**src/rtl/mstp_defines.vh**
```
// Purpose: Constants for the step translator and chopper
// Assumes: 50 MHz aclk
// Notes: Times in ns, counts derived
`ifndef MSTP_DEFINES_VH
`define MSTP_DEFINES_VH
`define MSTP_CLK_NS 20
`define MSTP_TOFF_NS 30000
`define MSTP_TBLANK_NS 1000
`define MSTP_TOFF_CYC (`MSTP_TOFF_NS / `MSTP_CLK_NS)
`define MSTP_TBLANK_CYC (`MSTP_TBLANK_NS / `MSTP_CLK_NS)
`define MSTP_FAST_CYC ((`MSTP_TOFF_CYC * 3125) / 10000)
`define MSTP_POS_HOME 6'h08
`define MSTP_ADDR_CTRL 4'h0
`define MSTP_ADDR_STAT 4'h4
`define MSTP_ADDR_LEVEL 4'h8
`define MSTP_CTRL_RST 2'h0
`define MSTP_DEC_MIXED 1'b1
`define MSTP_DEC_SLOW 1'b0
`endif

```
**src/rtl/mstp_translator.v**
```verilog
// Purpose: Step/direction translator with fixed off-time chopping for two bridges
// Assumes: Comparator inputs are async; level outputs feed external DACs
// Notes: Control and status via AXI4-Lite
//
// Functional notes
// - Rising advance edge moves one increment
// - Select inputs choose full/half/quarter/sixteenth increment
// - Select changes apply at next advance edge
// - Direction sampled only at advance edge
// - Reset loads Home, both bridges Mixed
// - Falling level selects Mixed decay
// - Rising or equal level selects Slow
// - Reset holds Home, all transistors off
// - Advance pulses ignored during reset
// - On-phase enables diagonal source/sink pair
// - Comparator trip ends on-phase
// - Slow: source off; Mixed: both off
// - Reference scaled by level, full is /8
// - Grounded off-time pin forces Mixed, 30us
// - Fault or power-down returns to Home
// - Undriven selects read low, full step
// - Output disable kills transistors, translator runs
// - Sleep disables outputs; waking returns Home
// - Mixed: fast 31.25% of off-time
// - Comparator blanked 1us after switching
`include "mstp_defines.vh"
`timescale 1ns/100ps
`default_nettype none
module mstp_translator #(
	parameter TOFF_CYC = `MSTP_TOFF_CYC,
	parameter TBLANK_CYC = `MSTP_TBLANK_CYC,
	parameter FAST_CYC = `MSTP_FAST_CYC
)(
	input wire aclk,
	input wire aresetn,
	input wire clk_en,
	input wire advance_pin,
	input wire direction_pin,
	input wire resolution_select_a,
	input wire resolution_select_b,
	input wire reset_n_pin,
	input wire sleep_n_pin,
	input wire output_disable_pin,
	input wire offtime_setting_pin,
	input wire thermal_shutdown,
	input wire overcurrent,
	input wire [1:0] comparator_trip,
	input wire [3:0] s_axi_awaddr,
	input wire s_axi_awvalid,
	output wire s_axi_awready,
	input wire [31:0] s_axi_wdata,
	input wire [3:0] s_axi_wstrb,
	input wire s_axi_wvalid,
	output wire s_axi_wready,
	output reg [1:0] s_axi_bresp,
	output reg s_axi_bvalid,
	input wire s_axi_bready,
	input wire [3:0] s_axi_araddr,
	input wire s_axi_arvalid,
	output wire s_axi_arready,
	output reg [31:0] s_axi_rdata,
	output reg [1:0] s_axi_rresp,
	output reg s_axi_rvalid,
	input wire s_axi_rready,
	output reg [7:0] level_a,
	output reg [7:0] level_b,
	output reg polarity_a,
	output reg polarity_b,
	output reg [1:0] decay_mixed,
	output reg [3:0] source_on,
	output reg [3:0] sink_on
);

////////////////////////////////////////////////////////////////////////
// Input synchronisers
reg [11:0] sync1;
reg [11:0] sync2;
always @(posedge aclk)
begin
	if (clk_en)
	begin
		sync1 <= {resolution_select_b, resolution_select_a, output_disable_pin, comparator_trip, overcurrent,
			thermal_shutdown, offtime_setting_pin, sleep_n_pin, reset_n_pin, direction_pin, advance_pin};
		sync2 <= sync1;
	end
end
wire s_adv = sync2[0];
wire s_dir = sync2[1];
wire s_rst_n = sync2[2];
wire s_sleep_n = sync2[3];
wire s_offgnd = ~sync2[4];
wire s_fault = sync2[5] | sync2[6];
wire [1:0] s_trip = sync2[8:7];
wire s_outdis = sync2[9];
// Select pins: pull-downs make them low when open, full step default
wire [1:0] sel2 = sync2[11:10];

////////////////////////////////////////////////////////////////////////
// Software control: bit0 soft home, bit1 software output disable
reg [1:0] ctrl;
reg [15:0] step_count;
wire hold_home = ~aresetn | ~s_rst_n | ~s_sleep_n | s_fault | ctrl[0];

////////////////////////////////////////////////////////////////////////
// Translator: 16-entry quarter-cycle table at sixteenth resolution
reg adv_d;
reg [5:0] pos;
reg [5:0] incr;
always @*
begin
	case (sel2)
		2'b00: incr = 6'h10;
		2'b01: incr = 6'h08;
		2'b10: incr = 6'h04;
		default: incr = 6'h01;
	endcase
end
wire adv_edge = s_adv & ~adv_d;
wire [5:0] next_pos = s_dir ? pos + incr : pos - incr;
// Sine magnitude for 16 sub-steps of a quarter period
function [7:0] mstp_sine;
	input [3:0] idx;
	begin
		case (idx)
			4'h0: mstp_sine = 8'h00;
			4'h1: mstp_sine = 8'h19;
			4'h2: mstp_sine = 8'h31;
			4'h3: mstp_sine = 8'h4a;
			4'h4: mstp_sine = 8'h61;
			4'h5: mstp_sine = 8'h78;
			4'h6: mstp_sine = 8'h8e;
			4'h7: mstp_sine = 8'ha2;
			4'h8: mstp_sine = 8'hb5;
			4'h9: mstp_sine = 8'hc5;
			4'ha: mstp_sine = 8'hd4;
			4'hb: mstp_sine = 8'he1;
			4'hc: mstp_sine = 8'heb;
			4'hd: mstp_sine = 8'hf4;
			4'he: mstp_sine = 8'hfa;
			default: mstp_sine = 8'hfe;
		endcase
	end
endfunction
wire [3:0] qidx = next_pos[3:0];
wire [1:0] quad = next_pos[5:4];
wire [7:0] mag_lo = mstp_sine(qidx);
wire [7:0] mag_hi = (qidx == 4'h0) ? 8'hff : mstp_sine(4'h0 - qidx);
// Bridge A follows cosine, bridge B sine
wire [7:0] nlev_a = quad[0] ? mag_lo : mag_hi;
wire [7:0] nlev_b = quad[0] ? mag_hi : mag_lo;
wire npol_a = ~(quad == 2'b01 || quad == 2'b10);
wire npol_b = ~quad[1];

always @(posedge aclk)
begin
	if (clk_en)
	begin
		adv_d <= s_adv;
		if (hold_home)
		begin
			// Home state, advance edges dropped
			pos <= `MSTP_POS_HOME;
			level_a <= 8'hb5;
			level_b <= 8'hb5;
			polarity_a <= 1'b1;
			polarity_b <= 1'b1;
			decay_mixed <= {`MSTP_DEC_MIXED, `MSTP_DEC_MIXED};
			step_count <= 16'h0000;
		end
		else if (adv_edge)
		begin
			pos <= next_pos;
			level_a <= nlev_a;
			level_b <= nlev_b;
			polarity_a <= npol_a;
			polarity_b <= npol_b;
			// Falling level Mixed, else Slow; grounded pin forces Mixed
			decay_mixed[0] <= (nlev_a < level_a) | s_offgnd;
			decay_mixed[1] <= (nlev_b < level_b) | s_offgnd;
			step_count <= step_count + 16'h0001;
		end
		else if (s_offgnd)
			decay_mixed <= {`MSTP_DEC_MIXED, `MSTP_DEC_MIXED};
	end
end

////////////////////////////////////////////////////////////////////////
// Per-bridge chopper: on-phase, then fixed off-time
localparam ST_ON = 2'd0;
localparam ST_FAST = 2'd1;
localparam ST_SLOW = 2'd2;
wire outs_off = hold_home | s_outdis | ctrl[1];
wire [1:0] pol = {polarity_b, polarity_a};
wire step_sw = adv_edge & ~hold_home;
genvar g;
generate
	for (g = 0; g < 2; g = g + 1)
	begin : gen_bridge
		reg [1:0] state;
		reg [15:0] cnt;
		reg [15:0] blank;
		always @(posedge aclk)
		begin
			if (clk_en)
			begin
				if (outs_off)
				begin
					state <= ST_ON;
					cnt <= 16'h0000;
					blank <= TBLANK_CYC[15:0];
				end
				else
				begin
					cnt <= cnt + 16'h0001;
					case (state)
						ST_ON:
						begin
							if (blank != 16'h0000)
								blank <= blank - 16'h0001;
							else if (s_trip[g])
							begin
								// Trip resets the chopping latch
								state <= decay_mixed[g] ? ST_FAST : ST_SLOW;
								cnt <= 16'h0001;
								blank <= TBLANK_CYC[15:0];
							end
							if (step_sw)
								blank <= TBLANK_CYC[15:0];
						end
						ST_FAST:
						begin
							if (cnt >= FAST_CYC[15:0])
								state <= ST_SLOW;
						end
						default:
						begin
							if (cnt >= TOFF_CYC[15:0])
							begin
								state <= ST_ON;
								cnt <= 16'h0000;
								blank <= TBLANK_CYC[15:0];
							end
						end
					endcase
				end
			end
		end
		// Transistors: [1]=leg1 [0]=leg2; diagonal pair per polarity
		always @(posedge aclk)
		begin
			if (clk_en)
			begin
				if (outs_off)
				begin
					source_on[2*g+1:2*g] <= 2'b00;
					sink_on[2*g+1:2*g] <= 2'b00;
				end
				else if (state == ST_ON)
				begin
					source_on[2*g+1:2*g] <= pol[g] ? 2'b10 : 2'b01;
					sink_on[2*g+1:2*g] <= pol[g] ? 2'b01 : 2'b10;
				end
				else if (state == ST_FAST)
				begin
					// Reverse diagonal: source and sink of on-pair off
					source_on[2*g+1:2*g] <= pol[g] ? 2'b01 : 2'b10;
					sink_on[2*g+1:2*g] <= pol[g] ? 2'b10 : 2'b01;
				end
				else
				begin
					// Slow: source off, both sinks recirculate
					source_on[2*g+1:2*g] <= 2'b00;
					sink_on[2*g+1:2*g] <= 2'b11;
				end
			end
		end
	end
endgenerate

////////////////////////////////////////////////////////////////////////
// AXI4-Lite slave
reg aw_held;
reg w_held;
reg [3:0] aw_addr;
reg [31:0] w_data;
reg [3:0] w_strb;
assign s_axi_awready = ~aw_held & ~s_axi_bvalid;
assign s_axi_wready = ~w_held & ~s_axi_bvalid;
assign s_axi_arready = ~s_axi_rvalid;
wire aw_go = aw_held | s_axi_awvalid;
wire w_go = w_held | s_axi_wvalid;
wire [3:0] wr_addr = aw_held ? aw_addr : s_axi_awaddr;
wire [31:0] wr_data = w_held ? w_data : s_axi_wdata;
wire [3:0] wr_strb = w_held ? w_strb : s_axi_wstrb;
wire wr_do = aw_go & w_go & ~s_axi_bvalid;
always @(posedge aclk)
begin
	if (!aresetn)
	begin
		aw_held <= 1'b0;
		w_held <= 1'b0;
		s_axi_bvalid <= 1'b0;
		s_axi_bresp <= 2'b00;
		s_axi_rvalid <= 1'b0;
		s_axi_rresp <= 2'b00;
		s_axi_rdata <= 32'h00000000;
		ctrl <= `MSTP_CTRL_RST;
	end
	else if (clk_en)
	begin
		if (s_axi_bvalid && s_axi_bready)
			s_axi_bvalid <= 1'b0;
		if (wr_do)
		begin
			aw_held <= 1'b0;
			w_held <= 1'b0;
			s_axi_bvalid <= 1'b1;
			if (wr_addr == `MSTP_ADDR_CTRL)
			begin
				s_axi_bresp <= 2'b00;
				if (wr_strb[0])
					ctrl <= wr_data[1:0];
			end
			else if (wr_addr == `MSTP_ADDR_STAT || wr_addr == `MSTP_ADDR_LEVEL)
				s_axi_bresp <= 2'b00;
			else
				s_axi_bresp <= 2'b10;
		end
		else
		begin
			if (s_axi_awvalid && s_axi_awready)
			begin
				aw_held <= 1'b1;
				aw_addr <= s_axi_awaddr;
			end
			if (s_axi_wvalid && s_axi_wready)
			begin
				w_held <= 1'b1;
				w_data <= s_axi_wdata;
				w_strb <= s_axi_wstrb;
			end
		end
		if (s_axi_rvalid && s_axi_rready)
			s_axi_rvalid <= 1'b0;
		else if (s_axi_arvalid && s_axi_arready)
		begin
			s_axi_rvalid <= 1'b1;
			s_axi_rresp <= 2'b00;
			if (s_axi_araddr == `MSTP_ADDR_CTRL)
				s_axi_rdata <= {30'h0, ctrl};
			else if (s_axi_araddr == `MSTP_ADDR_STAT)
				s_axi_rdata <= {step_count, 2'b00, pos, 2'b00, sel2, decay_mixed, outs_off, hold_home};
			else if (s_axi_araddr == `MSTP_ADDR_LEVEL)
				s_axi_rdata <= {6'h0, polarity_b, polarity_a, level_b, 8'h0, level_a};
			else
			begin
				s_axi_rdata <= 32'h00000000;
				s_axi_rresp <= 2'b10;
			end
		end
	end
end

endmodule
`default_nettype wire

```
**config.mk**
```make
export PLATFORM = sky130hd
export DESIGN_NAME = mstp_translator
export DESIGN_NICKNAME = d
export VERILOG_FILES = /design/src/rtl/mstp_translator.v
export VERILOG_INCLUDE_DIRS = /design/src /design/src/rtl
export SDC_FILE = /design/constraint.sdc
export NUM_CORES = 1
export LEC_CHECK = 0
export CAP_MARGIN = 20
export CORE_AREA = 2 2 163 165
export DETAILED_ROUTE_END_ITERATION = 6
export DIE_AREA = 0 0 165 167
export DONT_BUFFER_PORTS = 1
export PLACE_DENSITY_LB_ADDON = 0.15
export REMOVE_ABC_BUFFERS = 1
export SLEW_MARGIN = 10
export SYNTH_ARGS = -nofsm -noshare
export SYNTH_HDL_FRONTEND = slang
export SYNTH_SLANG_ARGS = --single-unit
```
**constraint.sdc**
```tcl
create_clock -name aclk -period 5.05 [get_ports aclk]
set_input_delay 1.01 -clock aclk [delete_from_list [all_inputs] [get_ports aclk]]
set_output_delay 1.01 -clock aclk [all_outputs]
set_load 0.01 [all_outputs]
```
Yosys cells after proc, flatten, opt, wreduce, memory -nomap -nowiden
Memory sizes are Yosys's and may differ from the RTL's. Cells that the tools add are included.

Memories: 2. Register bits: 192. Output and inout port bits: 69. Memory bits (read-only): 256.

Add/subtract/negate cells: 8. Bitwise logic cells: 31. Order comparisons: 6. Mux-type cells: 74. Reduce and logical (&&, ||, !) cells: 39. Equality and inequality tests: 21.

Memory list: (name not given) (depth 16, width 8, read ports 1, clocked after Yosys merged registers in 0, wr ports 0, line mstp_translator.v:124) `case (idx)`; (name not given) (depth 16, width 8, read ports 1, clocked after Yosys merged registers in 0, wr ports 0, line mstp_translator.v:124).

Operator list (count): two-way mux 16 bit (15); one-hot mux 16 bit (2 select lines) (4); two-way mux 32 bit (2); two-way mux 2 bit (30); adder 16 x 1 -> 16 bit (second input constant) (3); two-way mux 8 bit (5); greater-or-equal comparator 16 x 11 -> 1 bit (second input constant) (2); greater-or-equal comparator 16 x 9 -> 1 bit (second input constant) (2); nonzero test 16 bit (2); subtractor 16 x 1 -> 16 bit (second input constant) (2); two-way mux 26 bit (1); AND reduction 4 bit (5); != test 3 bit (second input constant) (6); less-than comparator 8 bit (2); one-hot mux 5 bit (3 select lines) (1); inverter 1 bit (14); AND reduction 2 bit (7); logical NOT 4 bit (3); two-way mux 6 bit (2); two-way mux 1 bit (11); bitwise OR 1 bit (11); != test 5 bit (second input constant) (2); AND reduction 5 bit (2); nonzero test 2 bit (5); 18 further kinds (40).

Longest topological paths before layout
Gate-level depths: netlist (run 1). An unclocked memory read counts as a cell.

Depth after elaboration: 11. Depth in mapped cells: 17. Depth with buffers taken out: 16.

Least setup slack after synthesis (run 1)
OpenSTA, ideal clock, no wires.

Kind: reg-to-reg. From: register sync2[10]. To: register decay_mixed[0] (data pin). Setup time: 254 ps. Cell stages (with the launch flop): 18. Data arrival time: 3948 ps. Slack: 849 ps. Path buffers: 1. Cell sequence: edfxtp_1 -> and2_1 -> ha_1 -> fa_1 -> inv_1 -> ha_1 -> clkbuf_1 -> nor2b_1 -> o22ai_1 -> nand3_1 -> a211o_1 -> a221o_1 -> o21a_1 -> ha_1 -> a211oi_1 -> a221oi_1 -> o21ai_0 -> a21o_1.

Word-level cells in the longest chain between the ends: 11. Elaborated cells on any way between the ends: 16. Classes of those cells: add/sub (3); order compare (1); eq/ne (2); mux (5); bitwise (1); reduce/logical (2); memory (2).

Ends and longest elaborated chain: start, declared (line mstp_translator.v:77) `reg [11:0] sync2;`; start signal, assigned (line mstp_translator.v:84) `sync2 <= sync1;`; equality test 2 bit, or another cell as far along (line mstp_translator.v:111) `case (sel2)`; one-hot mux 5 bit (3 select lines) (*) (line mstp_translator.v:111); subtractor 6 bit / adder 6 bit (equally long branches) (line mstp_translator.v:119) `wire [5:0] next_pos = s_dir ? pos + incr : pos - incr;`; two-way mux 6 bit (*) (line mstp_translator.v:119); net next_pos[1] (line mstp_translator.v:119); subtractor 1 x 4 -> 4 bit (line mstp_translator.v:147) `wire [7:0] mag_hi = (qidx == 4'h0) ? 8'hff : mstp_sine(4'h0 - qidx);`; memory read (16 x 8 bit); two-way mux 8 bit (line mstp_translator.v:147); two-way mux 8 bit (*) (line mstp_translator.v:149) `wire [7:0] nlev_a = quad[0] ? mag_lo : mag_hi;`; net nlev_a[3] (line mstp_translator.v:149); less-than comparator 8 bit (*) (line mstp_translator.v:178) `decay_mixed[0] <= (nlev_a < level_a) | s_offgnd;`; bitwise OR 1 bit (*) (line mstp_translator.v:178); two-way mux 2 bit (*) (line mstp_translator.v:170) `else if (adv_edge)`; end signal, assigned (line mstp_translator.v:167) `` decay_mixed <= {`MSTP_DEC_MIXED, `MSTP_DEC_MIXED}; ``; end signal, assigned (line mstp_translator.v:178); end signal, assigned (line mstp_translator.v:183) `` decay_mixed <= {`MSTP_DEC_MIXED, `MSTP_DEC_MIXED}; ``; end, declared (line mstp_translator.v:69) `output reg [1:0] decay_mixed,`.

Mark *: on every way through the listed nets, which the timed path passes. The rest lies on a longest branch. A chain may end at the register's enable or synchronous reset.

Worst setup path after layout (run 1)
From: register sync2[11]. To: register decay_mixed[1] (data pin).

Word-level cells in the longest chain between the ends: 11. Elaborated cells on any way between the ends: 16. Classes of those cells: add/sub (3); order compare (1); eq/ne (2); mux (5); bitwise (1); reduce/logical (2); memory (2).

Ends and longest elaborated chain: equality test 2 bit, or another cell as far along (line mstp_translator.v:111); one-hot mux 5 bit (3 select lines) (*) (line mstp_translator.v:111); subtractor 6 bit / adder 6 bit (equally long branches) (line mstp_translator.v:119); two-way mux 6 bit (*) (line mstp_translator.v:119); subtractor 1 x 4 -> 4 bit (line mstp_translator.v:147); memory read (16 x 8 bit); two-way mux 8 bit (line mstp_translator.v:147); two-way mux 8 bit (*) (line mstp_translator.v:150) `wire [7:0] nlev_b = quad[0] ? mag_hi : mag_lo;`; net nlev_b[5] (line mstp_translator.v:150); less-than comparator 8 bit (*) (line mstp_translator.v:179) `decay_mixed[1] <= (nlev_b < level_b) | s_offgnd;`; bitwise OR 1 bit (*) (line mstp_translator.v:179); two-way mux 2 bit (*) (line mstp_translator.v:170); end signal, assigned (line mstp_translator.v:167); end signal, assigned (line mstp_translator.v:179); end signal, assigned (line mstp_translator.v:183).

Marks and branches as above.

==> results.ini, run 1 <==
[timing]
rsz0062_at_grt=false
finalSetupViolations=0
period_needed_ns=4.44
fin_crit_sh_pct=87.8
worst_slew_pin_slew_ns=1.04
fin_ws_ns=0.614
fin_worst_skew_ns=0.0135
fmax_ghz=0.225
finalHoldViolCount=0
setup_tns_ns=0
report.final.slew_viol_count=0
maxSlewHeadroom_pct=30.5

[clock_network]
tritoncts=done
clkLatencyLatePin_ns=0.44
htreeDepth=4
clock_sinks=188
cts_max_path_buffers=2
cts_resized=0
numCtsBuffers=17
hold_buffers=0
post-cts-setup-buffer-count=0
path_clk_slew_ns=0.08
cts_root_buf=clkbuf_16

[final_layout]
antenna_cells=0
fillers=2489
area_growth_pct=9.50
layout.nets=1083
final_util_pct=43.2
drive_above_1_share_pct=8.43

[logic_synthesis]
yosysSeqAreaShare_pct=51.8
synth_top_area_share_pct=44.3
ys_seq_elements=188
synth.most_common_cell=nor2_1
postSynth.asyncResetShare_pct=0
synth_area_leaders=edfxtp_1 (44%), dfxtp_1 (7.5%), nor2_1 (5.6%)
avgSynthCellArea_um2=10.2
synth_edf_count=150
ys_types=77
netlist_top_cells_count=nor2_1 (151), edfxtp_1 (150), nand2_1 (71)
ys.flop_type=edfxtp_1
yosys.area.top_type=edfxtp_1
ys_warn_count=0
netlist_instances=991
syn_area_um2=10200

[placement]
dp_hpwl_um=16600
routabilityCongestion=0.877
pre_cts_slack_ns=0.654
port_buffers=0

[pwr]
ir_worst_vdd_mv=0.157
leakage_uw=0.00389
powerDensity_nw_per_um2=337

[hold_path]
holdPathEnd=sync2[7]$_DFFE_PP_
worstHoldPathType=register to register
hold_path.startpoint=sync1[7]$_DFFE_PP_
hold_depth=0

[floorplanning]
start_util_pct=39.4
die_area_um2=27600
rows=59
die_w_um=165
num_io_pins=133
core_um2=25800
die_h_um=167

[flow_run]
cap_violations=0

[detailed_routing]
num_vias=7199
first_iter_violations=553
wirelength_um=23800
routedWlPerCell_um=17.9
detail_route.first_pass.iterations=7
route.detailed.drc=0
vias_per_cell=5.40
detail-route-antenna-nets=0

[global_routing]
grt_max_degree=77
grt_pass1_vias=6991
grt_usage_pct=17.7
grt_pass1_wl_um=38100
globalRouteOverflowTotal=0
antenna_found_initial=0

[worst_setup_path]
cp-start-kind=register
rr_worst_depth=15
r2r_end=decay_mixed[1]$_SDFFCE_PN1P_
crit_required_ns=5.23
crit_arrival_ns=4.62
end_kind=register
cp_max_fo=15
crit_type=register to register
r2r_setup_slack_ns=0.61
r2r_start=sync2[11]$_DFFE_PP_

[run_status]
status=finished clean

-- metal layers --
layer  global-route usage [%]  up-vias  routed length, um  share of wire, %
met3                     4.16       24               1260               5.3
met1                     24.8     3460              11400                48
li1                         -     3585                  -                 -
met2                     27.5      130              10800                45
met4                     4.50        0                335               1.4
met5                        0        -                  0                 0
-- through the flow --
| stage | total power, uW | hold WS, ns | area (um^2) | cells |
|---|---|---|---|---|
| 2_1_floorplan | 2230 | 0.400 | 9950 | 947 |
| 3_3_place_gp | 2410 | 0.402 | 10500 | 1300 |
| 3_5_place_dp | 2410 | 0.405 | 10500 | 1300 |
| 4_1_cts | 3780 | 0.423 | 11100 | 1332 |
| 5_1_grt | 3930 | 0.435 | 11100 | 1332 |
| 6_report | 3750 | 0.422 | 11100 | 1332 |
-- critical path: stages, from the launching register on --
cell and delay (ns):
edfxtp_1 0.50, and2_1 0.20, ha_1 0.24, fa_1 0.50, xnor2_1 0.75, buf_4 0.35, xnor2_1 0.18, mux2i_1 0.22
a32oi_1 0.13, nand2_1 0.15, nand2_1 0.08, ha_1 0.30, a21oi_1 0.06, o21ai_0 0.23, o21ai_0 0.13, a21o_1 0.16
-- placed cells by master (no fill, tap or decap), types with 7 or more instances in the layout --
| master | instances |
|---|---|
| nor2b_1 | 8 |
| nand3_1 | 42 |
| a22oi_1 | 15 |
| dfxtp_1 | 38 |
| a21oi_1 | 37 |
| clkbuf_16 | 17 |
| o21ai_0 | 25 |
| xor2_1 | 39 |
| nand4_1 | 7 |
| a211oi_1 | 12 |
| and3_1 | 14 |
| a221oi_1 | 17 |
| mux2i_1 | 16 |
| nor3_1 | 42 |
| buf_4 | 18 |
| ha_1 | 34 |
| o21a_1 | 9 |
| inv_1 | 41 |
| and2_1 | 10 |
| nand2b_1 | 7 |
| nor2_2 | 10 |
| or3_1 | 8 |
| nor2_1 | 151 |
| edfxtp_1 | 150 |
| xnor2_1 | 34 |
| or4_1 | 7 |
| nand2_1 | 71 |
-- power breakdown --
part           leakage, uW  internal (uW)  switching, uW
registers          0.00176           1730           65.7
clock network     0.000288            709            666
logic              0.00184            219            360
total              0.00389           2660           1090
-- kinds of logic (layout without fill, tap and decap cells) --
kind of cell / after synthesis / after routing / synth area share (%)
and+or+nand+nor: 414 / 414 / 20.1
adders and majority gates: 35 / 35 / 4.39
muxes: 16 / 16 / 1.58
buffers and inverters: 90 / 93 / 3.70
xor gates and xnor gates: 73 / 73 / 6.29
DFF: 188 / 188 / 51.8
other: 1 / 4 / 0.0369
AOI/OAI and AO/OA: 174 / 174 / 12.1
-- worst max path at each step --
stage                        startpoint                           end  slack (ns)  cells after the start
global route        sync2[10]$_DFFE_PP_  decay_mixed[0]$_SDFFCE_PN1P_        0.31                     15
global placement    sync2[10]$_DFFE_PP_  decay_mixed[1]$_SDFFCE_PN1P_        0.67                     16
CTS                 sync2[10]$_DFFE_PP_  decay_mixed[1]$_SDFFCE_PN1P_        0.59                     15
finish              sync2[11]$_DFFE_PP_  decay_mixed[1]$_SDFFCE_PN1P_        0.61                     15
floorplan           sync2[10]$_DFFE_PP_  decay_mixed[1]$_SDFFCE_PN1P_        0.76                     13
detailed placement  sync2[10]$_DFFE_PP_  decay_mixed[0]$_SDFFCE_PN1P_        0.65                     16
-- sequential cells by signal, indices dropped and copies added (netlist names), 2 cells and up --
register / flops
aw_addr: 4
gen_bridge.blank: 32
level_a: 8
level_b: 8
source_on: 4
w_data: 2
s_axi_rdata: 30
sync1: 12
sink_on: 4
ctrl: 2
step_count: 16
pos: 6
sync2: 12
gen_bridge.cnt: 32
gen_bridge.state: 4
decay_mixed: 2
-- area by class of cell --
cell class | instances | area (um^2) | area share, %
clock buffer | 17 | 425 | 3.82
clock inverter | 15 | 176 | 1.59
inverter | 43 | 161 | 1.45
multi-input combinational | 716 | 4540 | 40.8
sequential | 188 | 5270 | 47.3
tap | 335 | 419 | 3.77
timing repair buffer | 18 | 135 | 1.21
(Power assumes the default switching activity.)
==> run 2: changes to the inputs <==
BUFFER_PORTS_ARGS = -buffer_cell sky130_fd_sc_hd__buf_4   (was unset)
CORE_AREA = 2 2 209 129   (was 2 2 163 165)
DIE_AREA = 0 0 211 131   (was 0 0 165 167)
DONT_BUFFER_PORTS = unset   (was 1)
==> results.ini, run 2 (synthesis gave the netlist of run 1 again) <==
[run_status]
status=finished clean

[detailed_routing]
vias_per_cell=5.38
detail_route.first_pass.iterations=5
first_iter_violations=721
routedWlPerCell_um=18.2
route.detailed.drc=0
wirelength_um=25900
detail-route-antenna-nets=0
num_vias=7687

[clock_network]
tritoncts=done
cts_root_buf=clkbuf_16
numCtsBuffers=17
cts_resized=0
clock_sinks=188
clkLatencyLatePin_ns=0.45
hold_buffers=0
post-cts-setup-buffer-count=0
htreeDepth=4
cts_max_path_buffers=2
path_clk_slew_ns=0.07

[final_layout]
fillers=2453
top_regs=gen_bridge.blank: 32 flops, gen_bridge.cnt: 32 flops, s_axi_rdata: 30 flops
drive_above_1_share_pct=16.4
area_growth_pct=16.8
layout.nets=1178
antenna_cells=0
layout_commonest_cell=nor2_1
final_area_um2=11900
multi_input_area_um2=4540
final_cells=1428
seq_area_um2=5270
most-common-layout-cells=nor2_1 (151), edfxtp_1 (150), buf_4 (113), nand2_1 (71)

[worst_setup_path]
crit_slowest_cell=nor2_1
crit_required_ns=5.26
cp_max_fo=13
cpPeakStageDelay_ns=0.80
end_kind=register
crit_type=register to register
r2r_setup_slack_ns=0.44
crit_arrival_ns=4.82
cp-start-kind=register
path_cells=and2_1 -> nor2b_1 -> ha_1 -> a211oi_4 -> nor2_1 -> nor2_1 -> a21oi_1 -> nor3_1 -> mux2i_1 -> ha_1 -> o21ai_0 -> a221oi_1 -> o21ai_0 -> a21o_1

[pwr]
leakage_uw=0.00437
p_sw_share_pct=28.8
powerDensity_nw_per_um2=329
p_int_uw=2790
seqPwrFrac_pct=45.7
ir_worst_vdd_mv=0.244
clkPwrFrac_pct=37.2
power_frac_comb_pct=17.0
power.switching_uw=1120

[timing]
fmax_ghz=0.217
worst_slew_pin_slew_ns=1.05
finalHoldViolCount=0
fin_crit_sh_pct=91.2
report.final.slew_viol_count=0
maxSlewHeadroom_pct=29.8
period_needed_ns=4.61
finalSetupViolations=0
rsz0062_at_grt=false
setup_tns_ns=0
fin_worst_skew_ns=0.0107

[hold_path]
worstHoldPathType=register to register

[floorplanning]
core_um2=25800
num_io_pins=133
rows=46
die_w_um=211
die_h_um=131
die_area_um2=27600
start_util_pct=39.3

[placement]
dp.cells=1396
port_buffers=95
placed_cell_area_um2=11200
routabilityCongestion=0.963
dp_hpwl_um=18300

[global_routing]
grt_max_degree=48
antenna_found_initial=0
grt_usage_pct=19.1
grt_pass1_wl_um=39700
globalRouteOverflowTotal=0
grt_pass1_vias=6689

[flow_run]
cap_violations=0

[run 2: changes by cell type in the layout (fill, tap and decap cells not counted), sizes merged]
cell	delta
buf	+95
clkinv	-3
bufinv	+2
clkinvlp	+1
[run 2: metal layers]
| layer | GRT usage (%) | up-vias | routed length, um |
|---|---|---|---|
| met5 | 0 | - | 0 |
| met4 | 4.60 | 0 | 257 |
| met3 | 5.21 | 18 | 1960 |
| met2 | 23.8 | 264 | 9510 |
| met1 | 31.4 | 3643 | 14200 |
| li1 | - | 3762 | - |
[run 2: per-stage QoR]
stage / hold WS (ns) / power [uW] / setup WS, ns / utilization (%)
after global placement: 0.402 / 2470 / 0.592 / 43.5
after CTS: 0.422 / 3930 / 0.536 / 45.9
after detailed placement: 0.405 / 2470 / 0.555 / 43.5
after floorplan: 0.400 / 2230 / 0.760 / -
final: 0.420 / 3910 / 0.442 / 45.9
after global routing: 0.426 / 4080 / 0.185 / 45.9
[run 2: critical path, delay by kind of cell (launching register included)]
kind                     cells  cell delay [ns]
AO/OA/AOI/OAI                6             1.06
adder cells (fa/ha/maj)      2             0.68
flip-flops                   1             0.54
multiplexers                 1             0.23
AND/OR/NAND/NOR              5             1.85
[run 2: power groups by stage]
stage | combinational [uW] | sequential [uW] | clock (uW)
global placement | 651 | 1820 | 0
CTS | 655 | 1790 | 1490
floorplan | 420 | 1810 | 0
finish | 666 | 1790 | 1460
detailed placement | 651 | 1820 | 0
global route | 732 | 1800 | 1550
[run 2: final timing paths]
path                                                     end  cells after the start                 from
worst max-delay path            decay_mixed[0]$_SDFFCE_PN1P_                     14  sync2[10]$_DFFE_PP_
worst min-delay path                      sync2[4]$_DFFE_PP_                      0   sync1[4]$_DFFE_PP_
worst max register to register  decay_mixed[0]$_SDFFCE_PN1P_                     14  sync2[10]$_DFFE_PP_
worst min register to register            sync2[4]$_DFFE_PP_                      0   sync1[4]$_DFFE_PP_
[run 2: cell type report]
| type | count | area share, % |
|---|---|---|
| Clock buffer | 17 | 3.58 |
| Multi-Input combinational cell | 716 | 38.3 |
| Timing Repair Buffer | 113 | 7.15 |
| Tap cell | 336 | 3.54 |
| Inverter | 43 | 1.36 |
| Clock inverter | 15 | 1.72 |
| Sequential cell | 188 | 44.4 |
